`src/verilog/tmr_pkg.sv`:
```
// Purpose: shared constants for the timer prescaler and event/interrupt block
// Assumes: single clock domain, clock clk_i at 125 MHz
// Notes:   prescale codes ascend from 1:1 to 1:256
package tmr_pkg;

  // ----------------------------------------------------------------
  // prescale selection
  // ----------------------------------------------------------------
  localparam int unsigned PSC_SEL_W    = 3;                // prescale_select width
  localparam int unsigned PSC_CNT_W    = 8;                // prescale counter width
  localparam logic [7:0]  PSC_CNT_RST  = 8'h00;            // prescale counter reset value

  // ----------------------------------------------------------------
  // counter widths and reset values
  // ----------------------------------------------------------------
  localparam int unsigned HALF_W       = 16;               // one timer
  localparam int unsigned WIDE_W       = 32;               // paired timers
  localparam logic [31:0] COUNT_RST    = 32'h0000_0000;    // count reset value

  // ----------------------------------------------------------------
  // priority register fields
  // ----------------------------------------------------------------
  localparam int unsigned PRIO_LSB     = 2;                // priority at bits 4:2
  localparam int unsigned PRIO_MSB     = 4;
  localparam int unsigned SUBP_LSB     = 0;                // subpriority at bits 1:0
  localparam int unsigned SUBP_MSB     = 1;
  localparam int unsigned PRIO_REG_W   = 5;
  localparam logic [2:0]  PRIO_OFF     = 3'h0;             // priority that disables irq

  // ----------------------------------------------------------------
  // external clock synchroniser and flag latency
  // ----------------------------------------------------------------
  localparam int unsigned SYNC_STAGES  = 2;                // two flip-flops
  localparam int unsigned FLAG_LAT_CYC = 3;                // 1 bus + 2 system clocks

endpackage : tmr_pkg

```
`src/verilog/tmr_sync.sv`:
```
// Purpose: two flip-flop level synchroniser for the timer pin
// Assumes: asynchronous active-low reset
// Notes:   only the second stage is visible outside
module tmr_sync
  import tmr_pkg::*;
(
  // clock and reset
  input  wire logic clk_i,
  input  wire logic rstn_i,
  // level in and out
  input  wire logic d_i,
  output logic      q_o
);

  logic meta;   // first stage, read only by the second

  // ----------------------------------------------------------------
  // two stages
  // ----------------------------------------------------------------
  always_ff @(posedge clk_i or negedge rstn_i) begin
    if (!rstn_i) begin
      meta <= 1'b0;
      q_o  <= 1'b0;
    end else begin
      meta <= d_i;
      q_o  <= meta;
    end
  end

endmodule // tmr_sync

```
`src/verilog/tmr_core.sv`:
```
// Purpose: prescaler, counter, period match, gate event and interrupt flag
// Assumes: clk_i is both bus and system clock; inputs synchronous except pin
// Notes:   the pin is synchronised here; warm_rst_i is a non power-on reset
//
// Contract
// divide source by 1,2,4,8,16,32,64,256
// warm reset clears prescale counter
// disabled timer clears prescale counter
// count write clears prescale counter
// external prescaler resyncs over 2-3 edges
// external count starts 2-3 edges after enable (at 1:1 the code skips the resync and counts from the first edge)
// wrap to zero N source clocks after match
// count reads period until delayed wrap
// event on period match or gate fall (in gated mode the code raises no match event, only the gate fall)
// flag within one bus plus two clocks
// interrupt only when enable bit set
// software clears flag, hardware never does
// priority bits 4:2, subpriority bits 1:0
// zero priority blocks the interrupt
// pin used only in gated/external modes
// internal match wraps then keeps counting
// gate fall raises event, holds count
// paired mode uses upper enable and flag
// select zero is 1:1, seven 1:256
module tmr_core
  import tmr_pkg::*;
#(
  parameter int unsigned CNT_W = WIDE_W                 // count register width
)(
  // clock and reset
  input  wire logic                  clk_i,
  input  wire logic                  rstn_i,
  input  wire logic                  warm_rst_i,         // non power-on reset pulse
  // control bits
  input  wire logic                  timer_on_i,
  input  wire logic [PSC_SEL_W-1:0]  prescale_select_i,
  input  wire logic                  clock_source_select_i,
  input  wire logic                  gate_mode_enable_i,
  input  wire logic                  pair_wide_mode_i,
  // count and period
  input  wire logic                  count_wr_i,         // count register write strobe
  input  wire logic [CNT_W-1:0]      count_wdata_i,
  input  wire logic [CNT_W-1:0]      timer_period_reg_i,
  // interrupt control
  input  wire logic                  lo_irq_enable_i,    // lower timer enable
  input  wire logic                  hi_irq_enable_i,    // upper timer enable
  input  wire logic                  lo_flag_clr_i,      // software clear, lower
  input  wire logic                  hi_flag_clr_i,      // software clear, upper
  input  wire logic [PRIO_REG_W-1:0] irq_priority_ctrl_reg_i,
  // pin
  input  wire logic                  timer_ext_clock_gate_pin_i,
  // status
  output logic [CNT_W-1:0]           timer_count_reg_o,
  output logic                       lo_irq_flag_o,
  output logic                       hi_irq_flag_o,
  output logic                       irq_req_o,
  output logic [PRIO_MSB-PRIO_LSB:0] timer_irq_priority_o,
  output logic [SUBP_MSB-SUBP_LSB:0] timer_irq_subpriority_o,
  output logic                       pin_in_use_o        // pin claimed by the timer
);

  // ----------------------------------------------------------------
  // state
  // ----------------------------------------------------------------
  typedef enum logic [2:0] {
    ST_IDLE = 3'b001,                      // disabled
    ST_SYNC = 3'b010,                      // waiting for external edges
    ST_RUN  = 3'b100                       // counting
  } mode_e;

  typedef struct packed {
    mode_e                  mode;
    logic [PSC_CNT_W-1:0]   psc;           // prescale counter
    logic [1:0]             sync_edges;    // external edges seen while resyncing
    logic                   pin_d;         // previous synchronised pin
    logic                   matched;       // holding at period, wrap pending
    logic [CNT_W-1:0]       count;
    logic                   ev_d1;         // event pipeline
    logic                   ev_d2;
    logic                   lo_flag;
    logic                   hi_flag;
    logic                   irq;
    logic [2:0]             prio;
    logic [1:0]             subp;
    logic                   pin_use;
  } state_s;

  state_s st;         // registered state
  state_s next_st;    // next state

  logic pin_s;        // synchronised pin level

  // pin passes two flops before any logic looks at it
  tmr_sync u_pin_sync (
    .clk_i  (clk_i),
    .rstn_i (rstn_i),
    .d_i    (timer_ext_clock_gate_pin_i),
    .q_o    (pin_s)
  );

  // ----------------------------------------------------------------
  // helpers
  // ----------------------------------------------------------------
  // ratio minus one for each code
  function automatic logic [PSC_CNT_W-1:0] psc_last(input logic [PSC_SEL_W-1:0] sel);
    logic [PSC_CNT_W-1:0] r;
    r = '0;
    case (sel)
      3'h0:    r = 8'h00;
      3'h1:    r = 8'h01;
      3'h2:    r = 8'h03;
      3'h3:    r = 8'h07;
      3'h4:    r = 8'h0f;
      3'h5:    r = 8'h1f;
      3'h6:    r = 8'h3f;
      3'h7:    r = 8'hff;
      default: r = 8'h00;
    endcase
    return r;
  endfunction

  logic ext_mode;     // counting external edges
  logic src_tick;     // one source clock
  logic gate_fall;
  logic psc_done;
  logic ratio_one;

  // ----------------------------------------------------------------
  // next-state logic
  // ----------------------------------------------------------------
  always_comb begin
    next_st   = st;
    ext_mode  = clock_source_select_i && !gate_mode_enable_i;
    gate_fall = gate_mode_enable_i && !clock_source_select_i && st.pin_d && !pin_s;
    ratio_one = (prescale_select_i == 3'h0);
    // source clock: bus clock, or a rising pin edge in external mode
    src_tick  = ext_mode ? (pin_s && !st.pin_d) : 1'b1;
    if (gate_mode_enable_i && !clock_source_select_i) begin
      src_tick = pin_s;                                  // counts while gate high
    end
    psc_done  = (st.psc == psc_last(prescale_select_i));
    next_st.pin_d   = pin_s;
    next_st.pin_use = timer_on_i && (clock_source_select_i || gate_mode_enable_i);
    next_st.ev_d1   = 1'b0;

    case (st.mode)
      ST_IDLE: begin
        next_st.psc = PSC_CNT_RST;
        next_st.matched = 1'b0;
        if (timer_on_i) begin
          next_st.sync_edges = 2'h0;
          next_st.mode = (ext_mode && !ratio_one) ? ST_SYNC : ST_RUN;
        end
      end
      ST_SYNC: begin
        // two external edges resynchronise the prescaler
        if (src_tick) begin
          next_st.sync_edges = st.sync_edges + 2'h1;
          if (st.sync_edges == 2'h1) begin
            next_st.mode = ST_RUN;
          end
        end
      end
      ST_RUN: begin
        if (src_tick) begin
          next_st.psc = psc_done ? PSC_CNT_RST : st.psc + 8'h01;
          if (st.matched) begin
            // N source clocks after the match the count wraps
            if (psc_done) begin
              next_st.count   = COUNT_RST[CNT_W-1:0];
              next_st.matched = 1'b0;
            end
          end else if (psc_done) begin
            if (st.count == timer_period_reg_i) begin
              if (ratio_one) begin
                next_st.count = COUNT_RST[CNT_W-1:0];
              end else begin
                next_st.matched = 1'b1;
              end
              // gated mode gives no match event
              next_st.ev_d1 = !gate_mode_enable_i;
            end else begin
              next_st.count = st.count + CNT_W'(1);
            end
          end
        end
        if (gate_fall) begin
          next_st.ev_d1 = 1'b1;
        end
      end
      default: begin
        next_st.mode = ST_IDLE;
      end
    endcase

    if (!timer_on_i) begin
      next_st.mode = ST_IDLE;
      next_st.psc  = PSC_CNT_RST;
    end
    // count write loads the value and clears the prescaler
    if (count_wr_i) begin
      next_st.count   = count_wdata_i;
      next_st.psc     = PSC_CNT_RST;
      next_st.matched = 1'b0;
      if (timer_on_i && ext_mode && !ratio_one) begin
        next_st.mode = ST_SYNC;
        next_st.sync_edges = 2'h0;
      end
    end
    if (warm_rst_i) begin
      next_st.psc = PSC_CNT_RST;
    end

    // event reaches the flag two cycles later
    next_st.ev_d2 = st.ev_d1;
    // set wins over a software clear; hardware never clears
    if (lo_flag_clr_i) next_st.lo_flag = 1'b0;
    if (hi_flag_clr_i) next_st.hi_flag = 1'b0;
    if (st.ev_d2) begin
      if (pair_wide_mode_i) next_st.hi_flag = 1'b1;
      else                  next_st.lo_flag = 1'b1;
    end

    next_st.prio = irq_priority_ctrl_reg_i[PRIO_MSB:PRIO_LSB];
    next_st.subp = irq_priority_ctrl_reg_i[SUBP_MSB:SUBP_LSB];
    // paired mode looks only at the upper enable and flag
    next_st.irq  = (next_st.prio != PRIO_OFF) &&
                   (pair_wide_mode_i ? (hi_irq_enable_i && next_st.hi_flag)
                                     : (lo_irq_enable_i && next_st.lo_flag));
  end

  // ----------------------------------------------------------------
  // state register
  // ----------------------------------------------------------------
  always_ff @(posedge clk_i or negedge rstn_i) begin
    if (!rstn_i) begin
      st <= '{mode: ST_IDLE, psc: PSC_CNT_RST, sync_edges: 2'h0, pin_d: 1'b0,
              matched: 1'b0, count: '0, ev_d1: 1'b0, ev_d2: 1'b0, lo_flag: 1'b0,
              hi_flag: 1'b0, irq: 1'b0, prio: 3'h0, subp: 2'h0, pin_use: 1'b0};
    end else begin
      st <= next_st;
    end
  end

  // outputs straight from flops
  assign timer_count_reg_o       = st.count;
  assign lo_irq_flag_o           = st.lo_flag;
  assign hi_irq_flag_o           = st.hi_flag;
  assign irq_req_o               = st.irq;
  assign timer_irq_priority_o    = st.prio;
  assign timer_irq_subpriority_o = st.subp;
  assign pin_in_use_o            = st.pin_use;

  // ----------------------------------------------------------------
  // assertions
  // ----------------------------------------------------------------
  a_flag_latency: assert property (@(posedge clk_i) disable iff (!rstn_i)
    st.ev_d1 && !pair_wide_mode_i ##1 !pair_wide_mode_i |=> st.lo_flag)
    else $error("flag not set in time after event");

  a_no_hw_clear: assert property (@(posedge clk_i) disable iff (!rstn_i)
    st.lo_flag && !lo_flag_clr_i |=> st.lo_flag)
    else $error("flag cleared without software");

  a_prio_zero_blk: assert property (@(posedge clk_i) disable iff (!rstn_i)
    st.prio == PRIO_OFF |-> !st.irq)
    else $error("interrupt with zero priority");

  a_irq_needs_en: assert property (@(posedge clk_i) disable iff (!rstn_i)
    $rose(st.irq) |-> $past(lo_irq_enable_i) || $past(hi_irq_enable_i))
    else $error("interrupt without enable");

  a_off_clears_psc: assert property (@(posedge clk_i) disable iff (!rstn_i)
    !timer_on_i |=> st.psc == PSC_CNT_RST)
    else $error("prescaler not cleared when disabled");

  a_write_psc: assert property (@(posedge clk_i) disable iff (!rstn_i)
    count_wr_i |=> st.psc == PSC_CNT_RST && st.count == $past(count_wdata_i))
    else $error("count write did not clear prescaler");

  a_warm_psc: assert property (@(posedge clk_i) disable iff (!rstn_i)
    warm_rst_i |=> st.psc == PSC_CNT_RST)
    else $error("warm reset did not clear prescaler");

  a_hold_matched: assert property (@(posedge clk_i) disable iff (!rstn_i)
    st.matched && !(src_tick && psc_done) && !count_wr_i |=> st.count == $past(st.count))
    else $error("count moved before delayed wrap");

  a_gate_hold: assert property (@(posedge clk_i) disable iff (!rstn_i)
    st.mode == ST_RUN && gate_fall && !count_wr_i ##1 (!pin_s && !count_wr_i) [*2] |->
    st.count == $past(st.count))
    else $error("count moved after gate fall");

  a_pin_release: assert property (@(posedge clk_i) disable iff (!rstn_i)
    !clock_source_select_i && !gate_mode_enable_i |=> !st.pin_use)
    else $error("pin held in plain timer mode");

endmodule // tmr_core

```
`config.mk`:
```
export PLATFORM = sky130hd
export DESIGN_NAME = tmr_core
export DESIGN_NICKNAME = d
export VERILOG_FILES = /design/src/verilog/tmr_pkg.sv /design/src/verilog/tmr_sync.sv /design/src/verilog/tmr_core.sv
export SDC_FILE = /design/constraint.sdc
export NUM_CORES = 1
export LEC_CHECK = 0
export BUFFER_PORTS_ARGS = -buffer_cell sky130_fd_sc_hd__buf_2
export CELL_PAD_IN_SITES_DETAIL_PLACEMENT = 1
export CELL_PAD_IN_SITES_GLOBAL_PLACEMENT = 1
export CORE_ASPECT_RATIO = 1.25
export CORE_UTILIZATION = 38
export CTS_CLUSTER_DIAMETER = 100
export DETAILED_ROUTE_END_ITERATION = 10
export GPL_TIMING_DRIVEN = 0
export PLACE_DENSITY = 0.84
export SLEW_MARGIN = 5
export SYNTH_ARGS = -nofsm -noshare
export SYNTH_HDL_FRONTEND = slang
export SYNTH_HIERARCHICAL = 1
export SYNTH_SLANG_ARGS = --single-unit
export TNS_END_PERCENT = 100
```
`constraint.sdc`:
```
create_clock -name clk_i -period 5.42 [get_ports clk_i]
set_clock_uncertainty 0.05 [all_clocks]
set_input_delay 0.542 -clock clk_i [delete_from_list [all_inputs] [get_ports clk_i]]
set_output_delay 0.542 -clock clk_i [all_outputs]
set_load 0.01 [all_outputs]
```
---- Word level (Yosys, flattened, before mapping) ----
Memories as Yosys holds them, arrays and structs flattened.
Index checks and enable logic that the tools add are counted.
storage, ports and cells
  flip-flop bits (word level) ............. 60
  bits in read-only memories .............. 64
  input bits .............................. 85
  output and inout bits ................... 41
  logic and storage cells ................. 94
  memories kept ........................... 1
cells by class
  add/sub/neg operators ................... 3
  equality and inequality tests ........... 10
  muxes and demuxes ....................... 37
  reduce and logical (&&, ||, !) cells .... 27
memory list
  memory           depth  width  rd ports  clocked after Yosys merged registers in  write ports  RTL line         text
  (no name shown)  8      8      1         0                                        0            tmr_core.sv:108  case (sel)
operator list
  cell                                                   count
  two-way mux 33 bit                                     4
  two-way mux 34 bit                                     2
  two-way mux 32 bit                                     2
  adder 32 x 1 -> 32 bit, second input constant          1
  == test 32 bit                                         1
  two-way mux 8 bit                                      3
  one-hot mux 8 bit (2 select lines)                     1
  two-way mux 13 bit                                     1
  logical AND 1 bit                                      12
  two-way mux 1 bit                                      12
  two-way mux 3 bit                                      4
  two-way mux 11 bit                                     1
  one-hot mux 3 bit (3 select lines)                     1
  adder 8 x 1 -> 8 bit, second input constant            1
  == test 8 bit                                          1
  two-way mux 2 bit                                      4
  nonzero test 2 bit                                     3
  nonzero test 3 bit                                     2
  logical NOT 1 bit                                      5
  inequality test 5 x 2 -> 1 bit, second input constant  1
  inequality test 5 bit, second input constant           1
  inequality test 4 bit, second input constant           1
  one-hot mux 2 bit (2 select lines)                     1
  AND reduction 2 bit                                    2
  10 further kinds                                       10

---- Logic depth before layout (Yosys ltp) ----
Gate-level depths: netlist of run 1.
  depth after elaboration ................. 10
  depth in mapped cells ................... 10
  mapped depth without buffers ............ 8

---- By module ----
Netlist of run 1, hierarchy kept.
by module, submodules not included
  module    times used  cells an instance  area each (um^2)  sequential area each (um^2)
  tmr_core  1           481                3985.1            1452.6
  tmr_sync  1           2                  50.0              50.0

---- Least setup slack after synthesis of run 1 ----
OpenSTA, ideal clock, no wires.
  kind .................................... in2reg
  start point ............................. input prescale_select_i[1]
  end point ............................... register st, in the netlist timer_count_reg_o[27]
  library setup time ...................... 0.087 ns
  data arrival time ....................... 2.693 ns
  data required time ...................... 5.283 ns
  slack ................................... 2.590 ns
  stages .................................. 10
  cell sequence ........................... buf_6 -> or4b_1 -> a31oi_1 -> o21ai_1 -> or3b_1 -> buf_2 -> or2_4 -> buf_6 -> or3_1 -> o211ai_1
on the way
  cells in the longest elaborated chain, start to end .. 4
  elaborated cells between the ends (all ways) .. 6
  those cells by class .................... 2 x eq/ne; 3 x reduce/logical; 1 x memory
ends and longest elaborated chain
  what                                      RTL line         text
  from (decl)                               tmr_core.sv:36   input wire logic [PSC_SEL_W-1:0] prescale_select_i,
  memory read (8 x 8 bit)                   -
  == test 8 bit                             tmr_core.sv:141  psc_done = (st.psc == psc_last(prescale_select_i));
  nonzero test 2 bit (no source line)       -
  AND reduction 4 bit (no source line) (*)  -
  to (signal assigned)                      tmr_core.sv:237  st <= '{mode: ST_IDLE, psc: PSC_CNT_RST, sync_edges: 2'h0, pin_d: 1'b0,
  to (signal assigned)                      tmr_core.sv:241  st <= next_st;
  to (decl)                                 tmr_core.sv:88   state_s st;
Mark *: on every way between the ends. The rest lies on a longest branch, timed or not.
A chain may end at the register's enable or synchronous reset.

---- Worst setup path after layout of run 1 ----
  start point ............................. register st, in the netlist timer_count_reg_o[24]
  end point ............................... register st, in the netlist timer_count_reg_o[27]
on the way
  cells in the longest elaborated chain, start to end .. 7
  elaborated cells between the ends (all ways) .. 10
  those cells by class .................... 1 x add/sub; 2 x eq/ne; 6 x mux; 1 x reduce/logical
ends and longest elaborated chain
  what                                                             RTL line                          text
  adder 32 x 1 -> 32 bit / == test 32 bit (equally long branches)  tmr_core.sv:183, tmr_core.sv:174
  two-way mux 32 bit                                               tmr_core.sv:174                   if (st.count == timer_period_reg_i) begin
  two-way mux 34 bit                                               tmr_core.sv:173                   end else if (psc_done) begin
  two-way mux 33 bit                                               tmr_core.sv:167                   if (st.matched) begin
  two-way mux 34 bit                                               tmr_core.sv:165                   if (src_tick) begin
  two-way mux 33 bit                                               tmr_core.sv:146                   case (st.mode)
  two-way mux 33 bit                                               tmr_core.sv:201                   if (count_wr_i) begin
Several ways; a longest one is shown, not always the timed one. The select of a mux whose other input is x is not followed.

==> metrics.txt, run 1 <==
# TYPE chip_impl_metric gauge
chip_impl_info{name="critPathCaptureType",value="register"} 1
chip_impl_metric{name="synth-compound-area-share",unit="%"} 17.6
chip_impl_metric{name="synth_async_sr_flop_share",unit="%"} 100
chip_impl_metric{name="finalCoreUtilization",unit="%"} 50.1
chip_impl_metric{name="power.density_cell_area",unit="nW/um^2"} 271
chip_impl_info{name="setup.worst_path.start_class",value="register"} 1
chip_impl_metric{name="share_seq_of_total_power",unit="%"} 38.3
chip_impl_metric{name="globalRouteTotalUtil",unit="%"} 26.5
chip_impl_metric{name="total_die_area",unit="sq um"} 11000
chip_impl_metric{name="p_sw_share",unit="%"} 30.5
chip_impl_metric{name="largest_net_degree_at_the_start_of_global_routing",unit=""} 61
chip_impl_info{name="outcome",value="finished, final reports clean"} 1
chip_impl_metric{name="timing.setup.tns",unit="ns"} 0
chip_impl_metric{name="critPathArrivalTime",unit="ns"} 3.30
chip_impl_metric{name="floorplan.core_area",unit="sq um"} 10200
chip_impl_metric{name="cp_data_required_time",unit="ns"} 5.62
chip_impl_metric{name="row_count",unit=""} 41
chip_impl_metric{name="grt_pass1_wl",unit="mm"} 22.0
chip_impl_metric{name="dieHeight",unit="um"} 117
chip_impl_metric{name="max_slew.worst_pin.slew",unit="ns"} 1.19
chip_impl_info{name="synth_top_cells_by_count",value="sky130_fd_sc_hd__dfrtp_1 (59), sky130_fd_sc_hd__nand2_1 (59), sky130_fd_sc_hd__buf_4 (37)"} 1
chip_impl_metric{name="routed_wl",unit="mm"} 13.9
chip_impl_metric{name="setup_fix_buffers_added_after_clock_tree_synthesis",unit=""} 0
chip_impl_metric{name="synthesis.instances",unit=""} 483
chip_impl_metric{name="p_switching",unit="mW"} 0.423
chip_impl_info{name="cts_tree",value="done"} 1
chip_impl_metric{name="layout-drive-gt1-share",unit="%"} 29.9
chip_impl_metric{name="ctsResizeCount",unit=""} 0
chip_impl_metric{name="total_drc_errors_in_the_routed_layout",unit=""} 0
chip_impl_info{name="synth_top_cells_by_area",value="sky130_fd_sc_hd__dfrtp_1 (37%), sky130_fd_sc_hd__xor2_1 (6.9%), sky130_fd_sc_hd__buf_4 (6.9%)"} 1
chip_impl_metric{name="nNetsFinal",unit=""} 705
chip_impl_metric{name="initial_utilization",unit="%"} 39.5
chip_impl_metric{name="clock_tree.buffer_depth",unit=""} 2
chip_impl_metric{name="finalSetupViolCount",unit=""} 0
chip_impl_metric{name="ctsHoldBuffers",unit=""} 0
chip_impl_info{name="clock_tree.root_cell",value="sky130_fd_sc_hd__clkbuf_16"} 1
chip_impl_metric{name="vdd.ir_drop.worst",unit="mV"} 0.195
chip_impl_info{name="synthDominantAreaCellType",value="sky130_fd_sc_hd__dfrtp_1"} 1
chip_impl_metric{name="via_count_of_the_first_global_routing_pass",unit=""} 4396
chip_impl_metric{name="p_int",unit="mW"} 0.965
chip_impl_metric{name="boundaryPins",unit=""} 126
chip_impl_metric{name="cts_buffers",unit=""} 9
chip_impl_metric{name="synthDominantCellAreaShare",unit="%"} 36.6
chip_impl_metric{name="total_leakage_power",unit="nW"} 2.31
chip_impl_metric{name="drv.max_cap_violation_count",unit=""} 0
chip_impl_metric{name="routed_via_density",unit=""} 5.57
chip_impl_metric{name="cts_htree_levels",unit=""} 3
chip_impl_info{name="dominant_combinational_cell_family_by_area_after_synthesis",value="simple AND/OR/NAND/NOR gates"} 1
chip_impl_metric{name="worstPathMaxFanout",unit=""} 10
chip_impl_metric{name="yosysSeqAreaShare",unit="%"} 37.2
chip_impl_metric{name="mappedNetlistNets",unit=""} 571
chip_impl_metric{name="post_synthesis_average_cell_area",unit="sq um"} 8.35
chip_impl_metric{name="detailedRoute.firstIterationViolations",unit=""} 163
chip_impl_metric{name="ys_seq_elements",unit=""} 60
chip_impl_metric{name="post-dp-hpwl",unit="mm"} 10.4
chip_impl_metric{name="via_count",unit=""} 4181
chip_impl_metric{name="syn_to_final_growth",unit="%"} 26.8
chip_impl_metric{name="detailed_routing_iteration_count_for_the_pre_antenna_repair_pass",unit=""} 5
chip_impl_metric{name="combinationalPowerShare",unit="%"} 19.2
chip_impl_metric{name="max-slew-margin-rel",unit="%"} 20.1
chip_impl_metric{name="cts.clk_slew.worst_paths",unit="ns"} 0.06
chip_impl_metric{name="antenna_violating_nets_post_route",unit=""} 0
chip_impl_metric{name="wl_per_cell",unit="um"} 18.5
chip_impl_metric{name="floorplan.die.width",unit="um"} 94.2
chip_impl_metric{name="synth.mux.area_fraction",unit="%"} 0.248
chip_impl_metric{name="netlist_area",unit="sq um"} 4040
chip_impl_metric{name="synth-edff-count",unit=""} 0
chip_impl_metric{name="yosysWarningCount",unit=""} 6
chip_impl_info{name="setup_repair_after_global_routing_missed_its_margin",value="false"} 1
chip_impl_metric{name="yosys.area_share.xor_xnor",unit="%"} 7.60
chip_impl_metric{name="pins_over_slew_limit",unit=""} 0
chip_impl_metric{name="antenna_fix_cells",unit=""} 0
chip_impl_metric{name="post-route-min-period",unit="ns"} 3.10
chip_impl_metric{name="max_freq",unit="MHz"} 323
chip_impl_metric{name="worstSkewPairLatency",unit="ns"} 0.34
chip_impl_info{name="setup.worst_path.class",value="reg2reg"} 1
chip_impl_metric{name="numPortBuffers",unit=""} 123
chip_impl_metric{name="cts_sink_cnt",unit=""} 60
chip_impl_info{name="yosys_most_used_dff",value="sky130_fd_sc_hd__dfrtp_1"} 1
chip_impl_metric{name="gr-total-overflow",unit=""} 0
chip_impl_metric{name="post_synth_fa_ha_maj_area_fraction",unit="%"} 0.930
chip_impl_metric{name="fin_area",unit="sq um"} 5120
chip_impl_metric{name="synthSimpleGateAreaFrac",unit="%"} 24.7
chip_impl_metric{name="placedInstanceArea",unit="sq um"} 4810
chip_impl_info{name="hold_path_class",value="in2async"} 1
chip_impl_metric{name="routabilityCongestion",unit=""} 0.903
chip_impl_metric{name="antenna_found_initial",unit=""} 0
chip_impl_metric{name="fin_crit_sh",unit="%"} 57.1
chip_impl_metric{name="pwr-share-clk",unit="%"} 42.4
chip_impl_metric{name="yosys.cell_types.count",unit=""} 53
chip_impl_metric{name="report.final.hold_viol_count",unit=""} 0
[cell families after synthesis]
| logic type | after synthesis |
|---|---|
| mux | 1 |
| fa+ha+maj | 3 |
| compound gates | 108 |
| simple gates | 193 |
| flops | 60 |
| buf+inv | 83 |
| xor+xnor | 35 |
[sequential cells by signal, summed over array words and instances (netlist names), 2 cells and up]
name / cells
timer_irq_priority_o: 3
st: 16
timer_irq_subpriority_o: 2
timer_count_reg_o: 32
[worst max-delay path, cell delays in order (launching register included)]
cell and delay [ns]:
sky130_fd_sc_hd__dfrtp_1 0.35, sky130_fd_sc_hd__clkbuf_1 0.32, sky130_fd_sc_hd__xor2_1 0.13, sky130_fd_sc_hd__nor4_1 0.40, sky130_fd_sc_hd__nand4_1 0.22, sky130_fd_sc_hd__nor4_1 0.40, sky130_fd_sc_hd__o21ba_2 0.27, sky130_fd_sc_hd__clkbuf_1 0.53
sky130_fd_sc_hd__a21oi_1 0.14, sky130_fd_sc_hd__o211ai_1 0.22
[cells in the final DEF (no fill, tap or decap), types with 4 or more instances in the layout]
master	netlist	final
sky130_fd_sc_hd__buf_2	4	126
sky130_fd_sc_hd__o311ai_0	8	8
sky130_fd_sc_hd__or3_1	9	9
sky130_fd_sc_hd__clkbuf_16	0	9
sky130_fd_sc_hd__a32oi_1	4	4
sky130_fd_sc_hd__nor2_1	17	17
sky130_fd_sc_hd__a31oi_1	4	4
sky130_fd_sc_hd__inv_1	25	25
sky130_fd_sc_hd__nor3_1	25	25
sky130_fd_sc_hd__xor2_1	32	32
sky130_fd_sc_hd__dfrtp_1	59	59
sky130_fd_sc_hd__o21ai_0	29	29
sky130_fd_sc_hd__nand4_1	7	7
sky130_fd_sc_hd__nand2_1	59	59
sky130_fd_sc_hd__clkbuf_1	15	15
sky130_fd_sc_hd__nor4_1	13	13
sky130_fd_sc_hd__nor2b_1	8	8
sky130_fd_sc_hd__nand3_1	22	22
sky130_fd_sc_hd__a21oi_1	21	21
sky130_fd_sc_hd__buf_4	37	38
sky130_fd_sc_hd__nand2b_1	5	5
sky130_fd_sc_hd__nor3b_1	10	10
sky130_fd_sc_hd__o211ai_1	13	13
[area by class of cell]
cell class	count	area [sq um]
Clock inverter	7	76.3
Buffer	58	377
Timing Repair Buffer	123	618
Multi-Input combinational cell	340	2060
Clock buffer	9	225
Inverter	25	93.8
Tap cell	129	161
Fill cell	1263	5090
Sequential cell	60	1500
[layer usage]
layer | up-vias | GRT usage (%) | wire length, um
met3 | 19 | 5.23 | 858
met5 | - | 0 | 0
li1 | 1963 | - | -
met4 | 0 | 11.0 | 292
met2 | 178 | 47.9 | 7320
met1 | 2021 | 30.4 | 5450
[per-stage QoR]
stage / setup slack [ns] / power [mW] / std cells / hold slack, ns
after floorplan: 2.59 / 0.680 / 483 / 0.196
after global placement: 2.21 / 0.793 / 735 / 0.289
after detailed placement: 2.19 / 0.804 / 735 / 0.291
after CTS: 2.33 / 1.39 / 751 / 0.257
after global routing: 2.13 / 1.44 / 751 / 0.249
final: 2.32 / 1.39 / 751 / 0.234
[worst paths after layout]
path,startpoint,endpoint,slack (ns),cells past startpoint
min reg2reg,next_st[9]$_DFF_PN0_,st[9]$_DFF_PN0_,0.29,0
max in group asynchronous,rstn_i,st[50]$_DFFE_PN0P_,4.54,1
min in group clk_i,irq_priority_ctrl_reg_i[1],timer_irq_subpriority_o[1]$_DFF_PN0_,0.26,1
max reg2reg,timer_count_reg_o[24]$_DFFE_PN0P_,timer_count_reg_o[27]$_DFFE_PN0P_,2.32,9
min,rstn_i,irq_req_o$_DFF_PN0_,0.23,1
max,timer_count_reg_o[24]$_DFFE_PN0P_,timer_count_reg_o[27]$_DFFE_PN0P_,2.32,9
[power groups by stage]
stage,logic [mW],registers (mW),clock network [mW]
detailed placement,0.266,0.538,0
global placement,0.257,0.535,0
finish,0.267,0.532,0.589
global route,0.293,0.536,0.613
CTS,0.269,0.530,0.592
floorplan,0.159,0.521,0
Power figures use the tool's default switching activity.
==> run 2: changes to the inputs <==
Clock period 5.42 ns to 2.95 ns, I/O delays scaled along.
==> run 2 against run 1 <==
  * The flow now finishes with violations (hold timing)
  * Fmax up 9.8%
  * Worst setup slack got worse by 2.2 ns
  * Hold slack worse by 0.25 ns
  * Cell area up 1.3%
  * Register-to-register slack worse by 2.2 ns
  * Largest cell class unchanged
  * Largest power group unchanged
==> metrics.txt, run 2 (synthesized netlist as in run 1, its figures left out) <==
# TYPE chip_impl_metric gauge
chip_impl_info{name="outcome",value="finished with violations"} 1
chip_impl_info{name="violated_checks",value="hold timing"} 1
chip_impl_info{name="global_route.peak_usage_layer",value="met2"} 1
chip_impl_metric{name="floorplan.core_area",unit="sq um"} 10200
chip_impl_metric{name="total_drc_errors_in_the_routed_layout",unit=""} 0
chip_impl_metric{name="max_slew.worst_pin.slew",unit="ns"} 1.19
chip_impl_metric{name="grt_use_met3",unit="%"} 6.07
chip_impl_metric{name="grt.met2_usage",unit="%"} 48.5
chip_impl_info{name="cts_tree",value="done"} 1
chip_impl_metric{name="finalSetupViolCount",unit=""} 0
chip_impl_metric{name="p_int",unit="mW"} 1.78
chip_impl_metric{name="syn_to_final_growth",unit="%"} 28.4
chip_impl_metric{name="report.final.hold_viol_count",unit=""} 9
chip_impl_metric{name="max_freq",unit="MHz"} 355
chip_impl_metric{name="total_leakage_power",unit="nW"} 2.33
chip_impl_metric{name="power",unit="mW"} 2.56
chip_impl_info{name="clock_tree.root_cell",value="sky130_fd_sc_hd__clkbuf_16"} 1
chip_impl_metric{name="combinationalPowerShare",unit="%"} 19.2
chip_impl_metric{name="p_sw_share",unit="%"} 30.6
chip_impl_metric{name="via_count",unit=""} 4219
chip_impl_metric{name="routed_wl",unit="mm"} 14.2
chip_impl_metric{name="share_seq_of_total_power",unit="%"} 38.5
chip_impl_metric{name="worstPathMaxFanout",unit=""} 6
chip_impl_metric{name="fin_area",unit="sq um"} 5180
chip_impl_metric{name="nNetsFinal",unit=""} 706
chip_impl_metric{name="globalRouteTotalUtil",unit="%"} 26.7
chip_impl_metric{name="cts.clk_slew.worst_paths",unit="ns"} 0.06
chip_impl_metric{name="total_die_area",unit="sq um"} 11000
chip_impl_metric{name="post-dp-hpwl",unit="mm"} 10.4
chip_impl_info{name="crit_path_cell_trace",value="ha_1, nand3_1, nor2_1, nand3_1, nor3_2, inv_1, or4_1, o211ai_1"} 1
chip_impl_metric{name="routed_via_density",unit=""} 5.61
chip_impl_info{name="crit_path_top_delay_cell",value="sky130_fd_sc_hd__dfrtp_1"} 1
chip_impl_metric{name="routabilityCongestion",unit=""} 0.903
chip_impl_metric{name="numPortBuffers",unit=""} 123
chip_impl_metric{name="max-slew-margin-rel",unit="%"} 20.0
chip_impl_info{name="cpMostUsedCell",value="sky130_fd_sc_hd__nand3_1"} 1
chip_impl_metric{name="pins_over_slew_limit",unit=""} 0
chip_impl_metric{name="worstSkewPairLatency",unit="ns"} 0.34
chip_impl_metric{name="floorplan.die.width",unit="um"} 94.2
chip_impl_metric{name="post-route-min-period",unit="ns"} 2.82
chip_impl_metric{name="pwr-share-clk",unit="%"} 42.3
chip_impl_metric{name="grt_pass1_wl",unit="mm"} 22.2
chip_impl_info{name="critPathCaptureType",value="register"} 1
chip_impl_info{name="final_cell_mix",value="sky130_fd_sc_hd__buf_2 (125), sky130_fd_sc_hd__nand2_1 (59), sky130_fd_sc_hd__dfrtp_1 (58), sky130_fd_sc_hd__buf_4 (40), sky130_fd_sc_hd__xor2_1 (32)"} 1
chip_impl_metric{name="cts_htree_levels",unit=""} 3
chip_impl_metric{name="detailedRoute.firstIterationViolations",unit=""} 182
chip_impl_info{name="timing.critical_path.max_delay_family",value="simple AND/OR/NAND/NOR gates"} 1
chip_impl_metric{name="gr-total-overflow",unit=""} 0
chip_impl_metric{name="hold-worst-slack",unit="ns"} -0.0121
chip_impl_metric{name="boundaryPins",unit=""} 126
chip_impl_metric{name="antenna_found_initial",unit=""} 0
chip_impl_metric{name="cts_sink_cnt",unit=""} 60
chip_impl_info{name="layout.cells.most_common",value="sky130_fd_sc_hd__buf_2"} 1
chip_impl_metric{name="largest_net_degree_at_the_start_of_global_routing",unit=""} 61
chip_impl_metric{name="global_route.usage.met1",unit="%"} 30.4
chip_impl_metric{name="cp_slowest_stage_delay",unit="ns"} 0.53
chip_impl_metric{name="placedInstanceArea",unit="sq um"} 4810
chip_impl_metric{name="dieHeight",unit="um"} 117
chip_impl_metric{name="antenna_fix_cells",unit=""} 0
chip_impl_metric{name="via_count_of_the_first_global_routing_pass",unit=""} 4399
chip_impl_info{name="setup.worst_path.class",value="reg2reg"} 1
chip_impl_metric{name="drv.max_cap_violation_count",unit=""} 0
chip_impl_metric{name="cp_data_required_time",unit="ns"} 3.15
chip_impl_metric{name="vdd.ir_drop.worst",unit="mV"} 0.348
chip_impl_metric{name="power.density_cell_area",unit="nW/um^2"} 494
chip_impl_metric{name="row_count",unit=""} 41
chip_impl_metric{name="critPathArrivalTime",unit="ns"} 3.02
chip_impl_metric{name="detailed_routing_iteration_count_for_the_pre_antenna_repair_pass",unit=""} 4
chip_impl_metric{name="initial_utilization",unit="%"} 39.5
chip_impl_metric{name="p_switching",unit="mW"} 0.783
chip_impl_metric{name="fin_crit_sh",unit="%"} 95.6
chip_impl_info{name="setup.worst_path.start_class",value="register"} 1
chip_impl_info{name="hold_path_class",value="in2async"} 1
chip_impl_metric{name="layout-drive-gt1-share",unit="%"} 31.8
chip_impl_metric{name="layoutNonFillerInstCount",unit=""} 752
chip_impl_metric{name="timing.setup.tns",unit="ns"} 0
chip_impl_metric{name="largest_register_ff_count",unit=""} 32
chip_impl_metric{name="placedCellCount",unit=""} 735
chip_impl_metric{name="wl_per_cell",unit="um"} 18.9
chip_impl_metric{name="clock_tree.buffer_depth",unit=""} 2
chip_impl_metric{name="antenna_violating_nets_post_route",unit=""} 0
chip_impl_metric{name="worst_path_buffer_plus_inverter_count",unit=""} 1
chip_impl_metric{name="cts_buffers",unit=""} 9
[run 2: per-layer routing]
metal | wire, um | up-vias
li1 | - | 1955
met1 | 5470 | 2060
met2 | 7510 | 177
met3 | 869 | 27
met4 | 363 | 0
met5 | 0 | -
[run 2: stage by stage]
step | setup slack [ns] | utilization, %
after floorplan | 0.365 | -
after global placement | -0.0313 | 47.1
after detailed placement | -0.0667 | 47.2
after CTS | 0.000199 | 50.2
after global routing | -0.00550 | 50.8
final | 0.130 | 50.8
[run 2: path summary, 6_finish.rpt]
check | cells past startpoint | slack, ns | end | from
min | 1 | -0.01 | irq_req_o$_DFF_PN0_ | rstn_i
min in group clk_i | 1 | 0.01 | timer_irq_subpriority_o[0]$_DFF_PN0_ | irq_priority_ctrl_reg_i[0]
min reg2reg | 0 | 0.29 | st[9]$_DFF_PN0_ | next_st[9]$_DFF_PN0_
max in group asynchronous | 1 | 2.28 | st[53]$_DFFE_PN0P_ | rstn_i
max | 8 | 0.13 | timer_count_reg_o[22]$_DFFE_PN0P_ | timer_count_reg_o[0]$_DFFE_PN0P_
max reg2reg | 8 | 0.13 | timer_count_reg_o[22]$_DFFE_PN0P_ | timer_count_reg_o[0]$_DFFE_PN0P_
[run 2: power by group through the flow]
stage          registers (mW)  clock network (mW)  logic, mW
2_1_floorplan           0.957                   0      0.292
3_3_place_gp            0.983                   0      0.473
3_5_place_dp            0.988                   0      0.489
4_1_cts                 0.975                1.09      0.495
5_1_grt                 0.992                1.13      0.540
6_report                0.985                1.08      0.492
[run 2: area by class of cell]
type                    instances  area [sq um]
clock inverters                 7          76.3
repair buffers                125           636
clock buffers                   9           225
inverters                      25          93.8
well taps                     129           161
multi-input cells             340          2090
flip-flops and latches         60          1500
plain buffers                  57           395
fillers                      1265          5030
[run 2: repair_timing]
action                                  in CTS  in global routing
pin swaps                                    0                  3
endpoints found under the setup margin      21                 32
gates resized for setup                      4                 29
hold buffers                                 0                  1
hold endpoints to repair                     0                  1
setup buffers                                0                  1
==> run 3: changes to the inputs <==
Settings changed: SYNTH_HIERARCHICAL 1 to default.
==> run 3 against run 2 <==
  * The run still ends with hold timing left
  * Register-to-register slack hardly changed
  * Clock-buffer cell count is 2 higher
  * Sequential cell count stayed put
  * Clock power is 6% higher
==> metrics.txt, run 3 <==
# TYPE chip_impl_metric gauge
chip_impl_info{name="final_cell_mix",value="sky130_fd_sc_hd__buf_2 (128), sky130_fd_sc_hd__nand2_1 (63), sky130_fd_sc_hd__dfrtp_1 (59), sky130_fd_sc_hd__buf_4 (41), sky130_fd_sc_hd__xor2_1 (32)"} 1
chip_impl_metric{name="cp_data_required_time",unit="ns"} 3.15
chip_impl_metric{name="synthDominantCellAreaShare",unit="%"} 35.5
chip_impl_metric{name="synth.mux.area_fraction",unit="%"} 0.241
chip_impl_metric{name="post_synthesis_average_cell_area",unit="sq um"} 8.41
chip_impl_metric{name="critPathArrivalTime",unit="ns"} 3.02
chip_impl_metric{name="routabilityCongestion",unit=""} 0.835
chip_impl_metric{name="pins_over_slew_limit",unit=""} 0
chip_impl_metric{name="ys_seq_elements",unit=""} 60
chip_impl_info{name="synth_top_cells_by_area",value="sky130_fd_sc_hd__dfrtp_1 (36%), sky130_fd_sc_hd__buf_4 (7.2%), sky130_fd_sc_hd__xor2_1 (6.7%)"} 1
chip_impl_info{name="synthDominantAreaCellType",value="sky130_fd_sc_hd__dfrtp_1"} 1
chip_impl_metric{name="grt_pass1_wl",unit="mm"} 22.5
chip_impl_metric{name="floorplan.die.width",unit="um"} 95.5
chip_impl_metric{name="synthSimpleGateAreaFrac",unit="%"} 25.4
chip_impl_metric{name="drv.max_cap_violation_count",unit=""} 0
chip_impl_metric{name="p_int",unit="mW"} 1.88
chip_impl_metric{name="gr-total-overflow",unit=""} 0
chip_impl_metric{name="worstPathMaxFanout",unit=""} 10
chip_impl_metric{name="max_slew.worst_pin.slew",unit="ns"} 0.855
chip_impl_metric{name="syn_to_final_growth",unit="%"} 26.4
chip_impl_metric{name="largest_register_ff_count",unit=""} 32
chip_impl_info{name="cts_tree",value="done"} 1
chip_impl_metric{name="routed_via_density",unit=""} 5.68
chip_impl_metric{name="row_count",unit=""} 42
chip_impl_info{name="violated_checks",value="hold timing"} 1
chip_impl_metric{name="wl_per_cell",unit="um"} 18.5
chip_impl_metric{name="cts_buffers",unit=""} 9
chip_impl_metric{name="synth-edff-count",unit=""} 0
chip_impl_info{name="post-synth-top-count-cell",value="sky130_fd_sc_hd__nand2_1"} 1
chip_impl_metric{name="total_leakage_power",unit="nW"} 2.42
chip_impl_metric{name="combinationalPowerShare",unit="%"} 18.9
chip_impl_metric{name="yosysWarningCount",unit=""} 0
chip_impl_metric{name="report.final.hold_viol_count",unit=""} 9
chip_impl_metric{name="share_seq_of_total_power",unit="%"} 37.3
chip_impl_metric{name="synthesis.instances",unit=""} 494
chip_impl_metric{name="largest_net_degree_at_the_start_of_global_routing",unit=""} 61
chip_impl_metric{name="cts.clk_slew.worst_paths",unit="ns"} 0.06
chip_impl_info{name="layout.cells.most_common",value="sky130_fd_sc_hd__buf_2"} 1
chip_impl_info{name="dominant_combinational_cell_family_by_area_after_synthesis",value="simple AND/OR/NAND/NOR gates"} 1
chip_impl_info{name="outcome",value="finished with violations"} 1
chip_impl_metric{name="hold-worst-slack",unit="ns"} -0.0170
chip_impl_metric{name="initial_utilization",unit="%"} 39.2
chip_impl_metric{name="cts_sink_cnt",unit=""} 60
chip_impl_metric{name="via_count_of_the_first_global_routing_pass",unit=""} 4568
chip_impl_metric{name="boundaryPins",unit=""} 126
chip_impl_metric{name="antenna_violating_nets_post_route",unit=""} 0
chip_impl_metric{name="max-slew-margin-rel",unit="%"} 43.0
chip_impl_metric{name="routed_wl",unit="mm"} 14.1
chip_impl_metric{name="finalSetupViolCount",unit=""} 0
chip_impl_metric{name="post-route-min-period",unit="ns"} 2.82
chip_impl_metric{name="synth-compound-area-share",unit="%"} 18.7
chip_impl_metric{name="globalRouteTotalUtil",unit="%"} 26.2
chip_impl_metric{name="vdd.ir_drop.worst",unit="mV"} 0.262
chip_impl_metric{name="detailedRoute.firstIterationViolations",unit=""} 233
chip_impl_info{name="setup.worst_path.start_class",value="register"} 1
chip_impl_metric{name="total_drc_errors_in_the_routed_layout",unit=""} 0
chip_impl_metric{name="worstSkewPairLatency",unit="ns"} 0.34
chip_impl_metric{name="p_switching",unit="mW"} 0.751
chip_impl_metric{name="via_count",unit=""} 4336
chip_impl_metric{name="cts_htree_levels",unit=""} 3
chip_impl_info{name="clock_tree.root_cell",value="sky130_fd_sc_hd__clkbuf_16"} 1
chip_impl_metric{name="netlist_area",unit="sq um"} 4160
chip_impl_metric{name="p_sw_share",unit="%"} 28.5
chip_impl_metric{name="nNetsFinal",unit=""} 714
chip_impl_metric{name="fin_crit_sh",unit="%"} 95.5
chip_impl_metric{name="post-dp-hpwl",unit="mm"} 10.8
chip_impl_info{name="critPathCaptureType",value="register"} 1
chip_impl_metric{name="power.density_cell_area",unit="nW/um^2"} 501
chip_impl_metric{name="max_freq",unit="MHz"} 355
chip_impl_metric{name="fillCellCount",unit=""} 1330
chip_impl_info{name="hold_path_class",value="in2async"} 1
chip_impl_metric{name="mappedNetlistNets",unit=""} 582
chip_impl_info{name="synth_top_cells_by_count",value="sky130_fd_sc_hd__nand2_1 (63), sky130_fd_sc_hd__dfrtp_1 (59), sky130_fd_sc_hd__buf_4 (40)"} 1
chip_impl_info{name="yosys_most_used_dff",value="sky130_fd_sc_hd__dfrtp_1"} 1
chip_impl_metric{name="yosys.cell_types.count",unit=""} 58
chip_impl_metric{name="total_die_area",unit="sq um"} 11400
chip_impl_info{name="setup.worst_path.class",value="reg2reg"} 1
chip_impl_metric{name="post_synth_fa_ha_maj_area_fraction",unit="%"} 0.903
chip_impl_metric{name="antenna_found_initial",unit=""} 0
chip_impl_metric{name="dieHeight",unit="um"} 119
chip_impl_metric{name="power",unit="mW"} 2.63
chip_impl_metric{name="yosys.area_share.xor_xnor",unit="%"} 7.38
chip_impl_metric{name="antenna_fix_cells",unit=""} 0
chip_impl_metric{name="pwr-share-clk",unit="%"} 43.8
chip_impl_info{name="setup_repair_after_global_routing_missed_its_margin",value="false"} 1
chip_impl_metric{name="clock_tree.buffer_depth",unit=""} 2
chip_impl_metric{name="synth_async_sr_flop_share",unit="%"} 100
chip_impl_metric{name="floorplan.core_area",unit="sq um"} 10600
chip_impl_metric{name="numPortBuffers",unit=""} 121
chip_impl_metric{name="yosysSeqAreaShare",unit="%"} 36.2
chip_impl_metric{name="setup_fix_buffers_added_after_clock_tree_synthesis",unit=""} 0
chip_impl_metric{name="layout-drive-gt1-share",unit="%"} 31.9
chip_impl_metric{name="timing.setup.tns",unit="ns"} 0
chip_impl_metric{name="detailed_routing_iteration_count_for_the_pre_antenna_repair_pass",unit=""} 5
run 3: worst max-delay path: stages, from the launching register on:
cell                       delay [ns]
sky130_fd_sc_hd__dfrtp_1         0.45
sky130_fd_sc_hd__xor2_1          0.23
sky130_fd_sc_hd__nor4_1          0.45
sky130_fd_sc_hd__nand4_1         0.24
sky130_fd_sc_hd__or4_1           0.50
sky130_fd_sc_hd__a21oi_2         0.29
sky130_fd_sc_hd__buf_4           0.25
sky130_fd_sc_hd__a21oi_1         0.07
sky130_fd_sc_hd__o211ai_1        0.19
run 3: metal layers:
layer  part of all wire [%]  GRT usage [%]  vias to the layer above
li1                       -              -                     2003
met2                     52           46.1                      160
met1                     39           29.2                     2127
met3                    4.5           3.38                       46
met5                      0              0                        -
met4                    4.4           16.4                        0
run 3: metrics by stage:
| step | utilization, % | hold WS (ns) | area (sq um) | instances | setup WS [ns] |
|---|---|---|---|---|---|
| 3_5_place_dp | 46.4 | 0.289 | 4930 | 747 | 0.125 |
| 5_1_grt | 49.5 | 0.0133 | 5260 | 763 | 0.0122 |
| 2_1_floorplan | - | -0.0506 | 4160 | 494 | 0.705 |
| 3_3_place_gp | 46.4 | 0.285 | 4930 | 747 | 0.230 |
| 6_report | 49.5 | -0.0170 | 5260 | 763 | 0.132 |
| 4_1_cts | 49.4 | 0.00604 | 5250 | 763 | 0.106 |
run 3: path summary, 6_finish.rpt:
check                      cells after the start                           endpoint  slack (ns)                         startpoint
max                                            8  timer_count_reg_o[31]$_DFFE_PN0P_        0.13  timer_count_reg_o[12]$_DFFE_PN0P_
min                                            1  timer_count_reg_o[23]$_DFFE_PN0P_       -0.02                             rstn_i
max reg2reg                                    8  timer_count_reg_o[31]$_DFFE_PN0P_        0.13  timer_count_reg_o[12]$_DFFE_PN0P_
min reg2reg                                    0                    st[9]$_DFF_PN0_        0.30               next_st[9]$_DFF_PN0_
max in group asynchronous                      1                   st[45]$_DFF_PN0_        2.26                             rstn_i
min in group clk_i                             1          u_pin_sync.meta$_DFF_PN0_        0.01         timer_ext_clock_gate_pin_i
run 3: repair_timing:
item,in CTS,in global routing
gates resized for setup,0,3
setup endpoints to repair,0,10
hold buffers,0,0
endpoints found under the hold margin,0,0
run 3: layout make-up:
class | instances | area [sq um] | share of cell area [%]
Multi-Input combinational cell | 358 | 2190 | 41.7
Clock buffer | 11 | 243 | 4.62
Timing Repair Buffer | 121 | 608 | 11.6
Clock inverter | 5 | 75.1 | 1.43
Tap cell | 132 | 165 | 3.14
Inverter | 18 | 67.6 | 1.29
Sequential cell | 60 | 1500 | 28.6
Buffer | 58 | 402 | 7.64
run 3: power by group through the flow:
| stage | logic [mW] | clock network (mW) | registers [mW] |
|---|---|---|---|
| global route | 0.550 | 1.20 | 0.991 |
| floorplan | 0.303 | 0 | 0.961 |
| detailed placement | 0.496 | 0 | 0.994 |
| CTS | 0.500 | 1.16 | 0.980 |
| finish | 0.497 | 1.15 | 0.982 |
| global placement | 0.472 | 0 | 0.988 |
run 3: kinds of logic after synthesis:
group                    count (synthesis)
multiplexers                             1
AO/OA/AOI/OAI                          113
flip-flops                              60
buffers and inverters                   76
AND/OR/NAND/NOR                        206
adder cells (fa/ha/maj)                  3
XOR/XNOR                                35
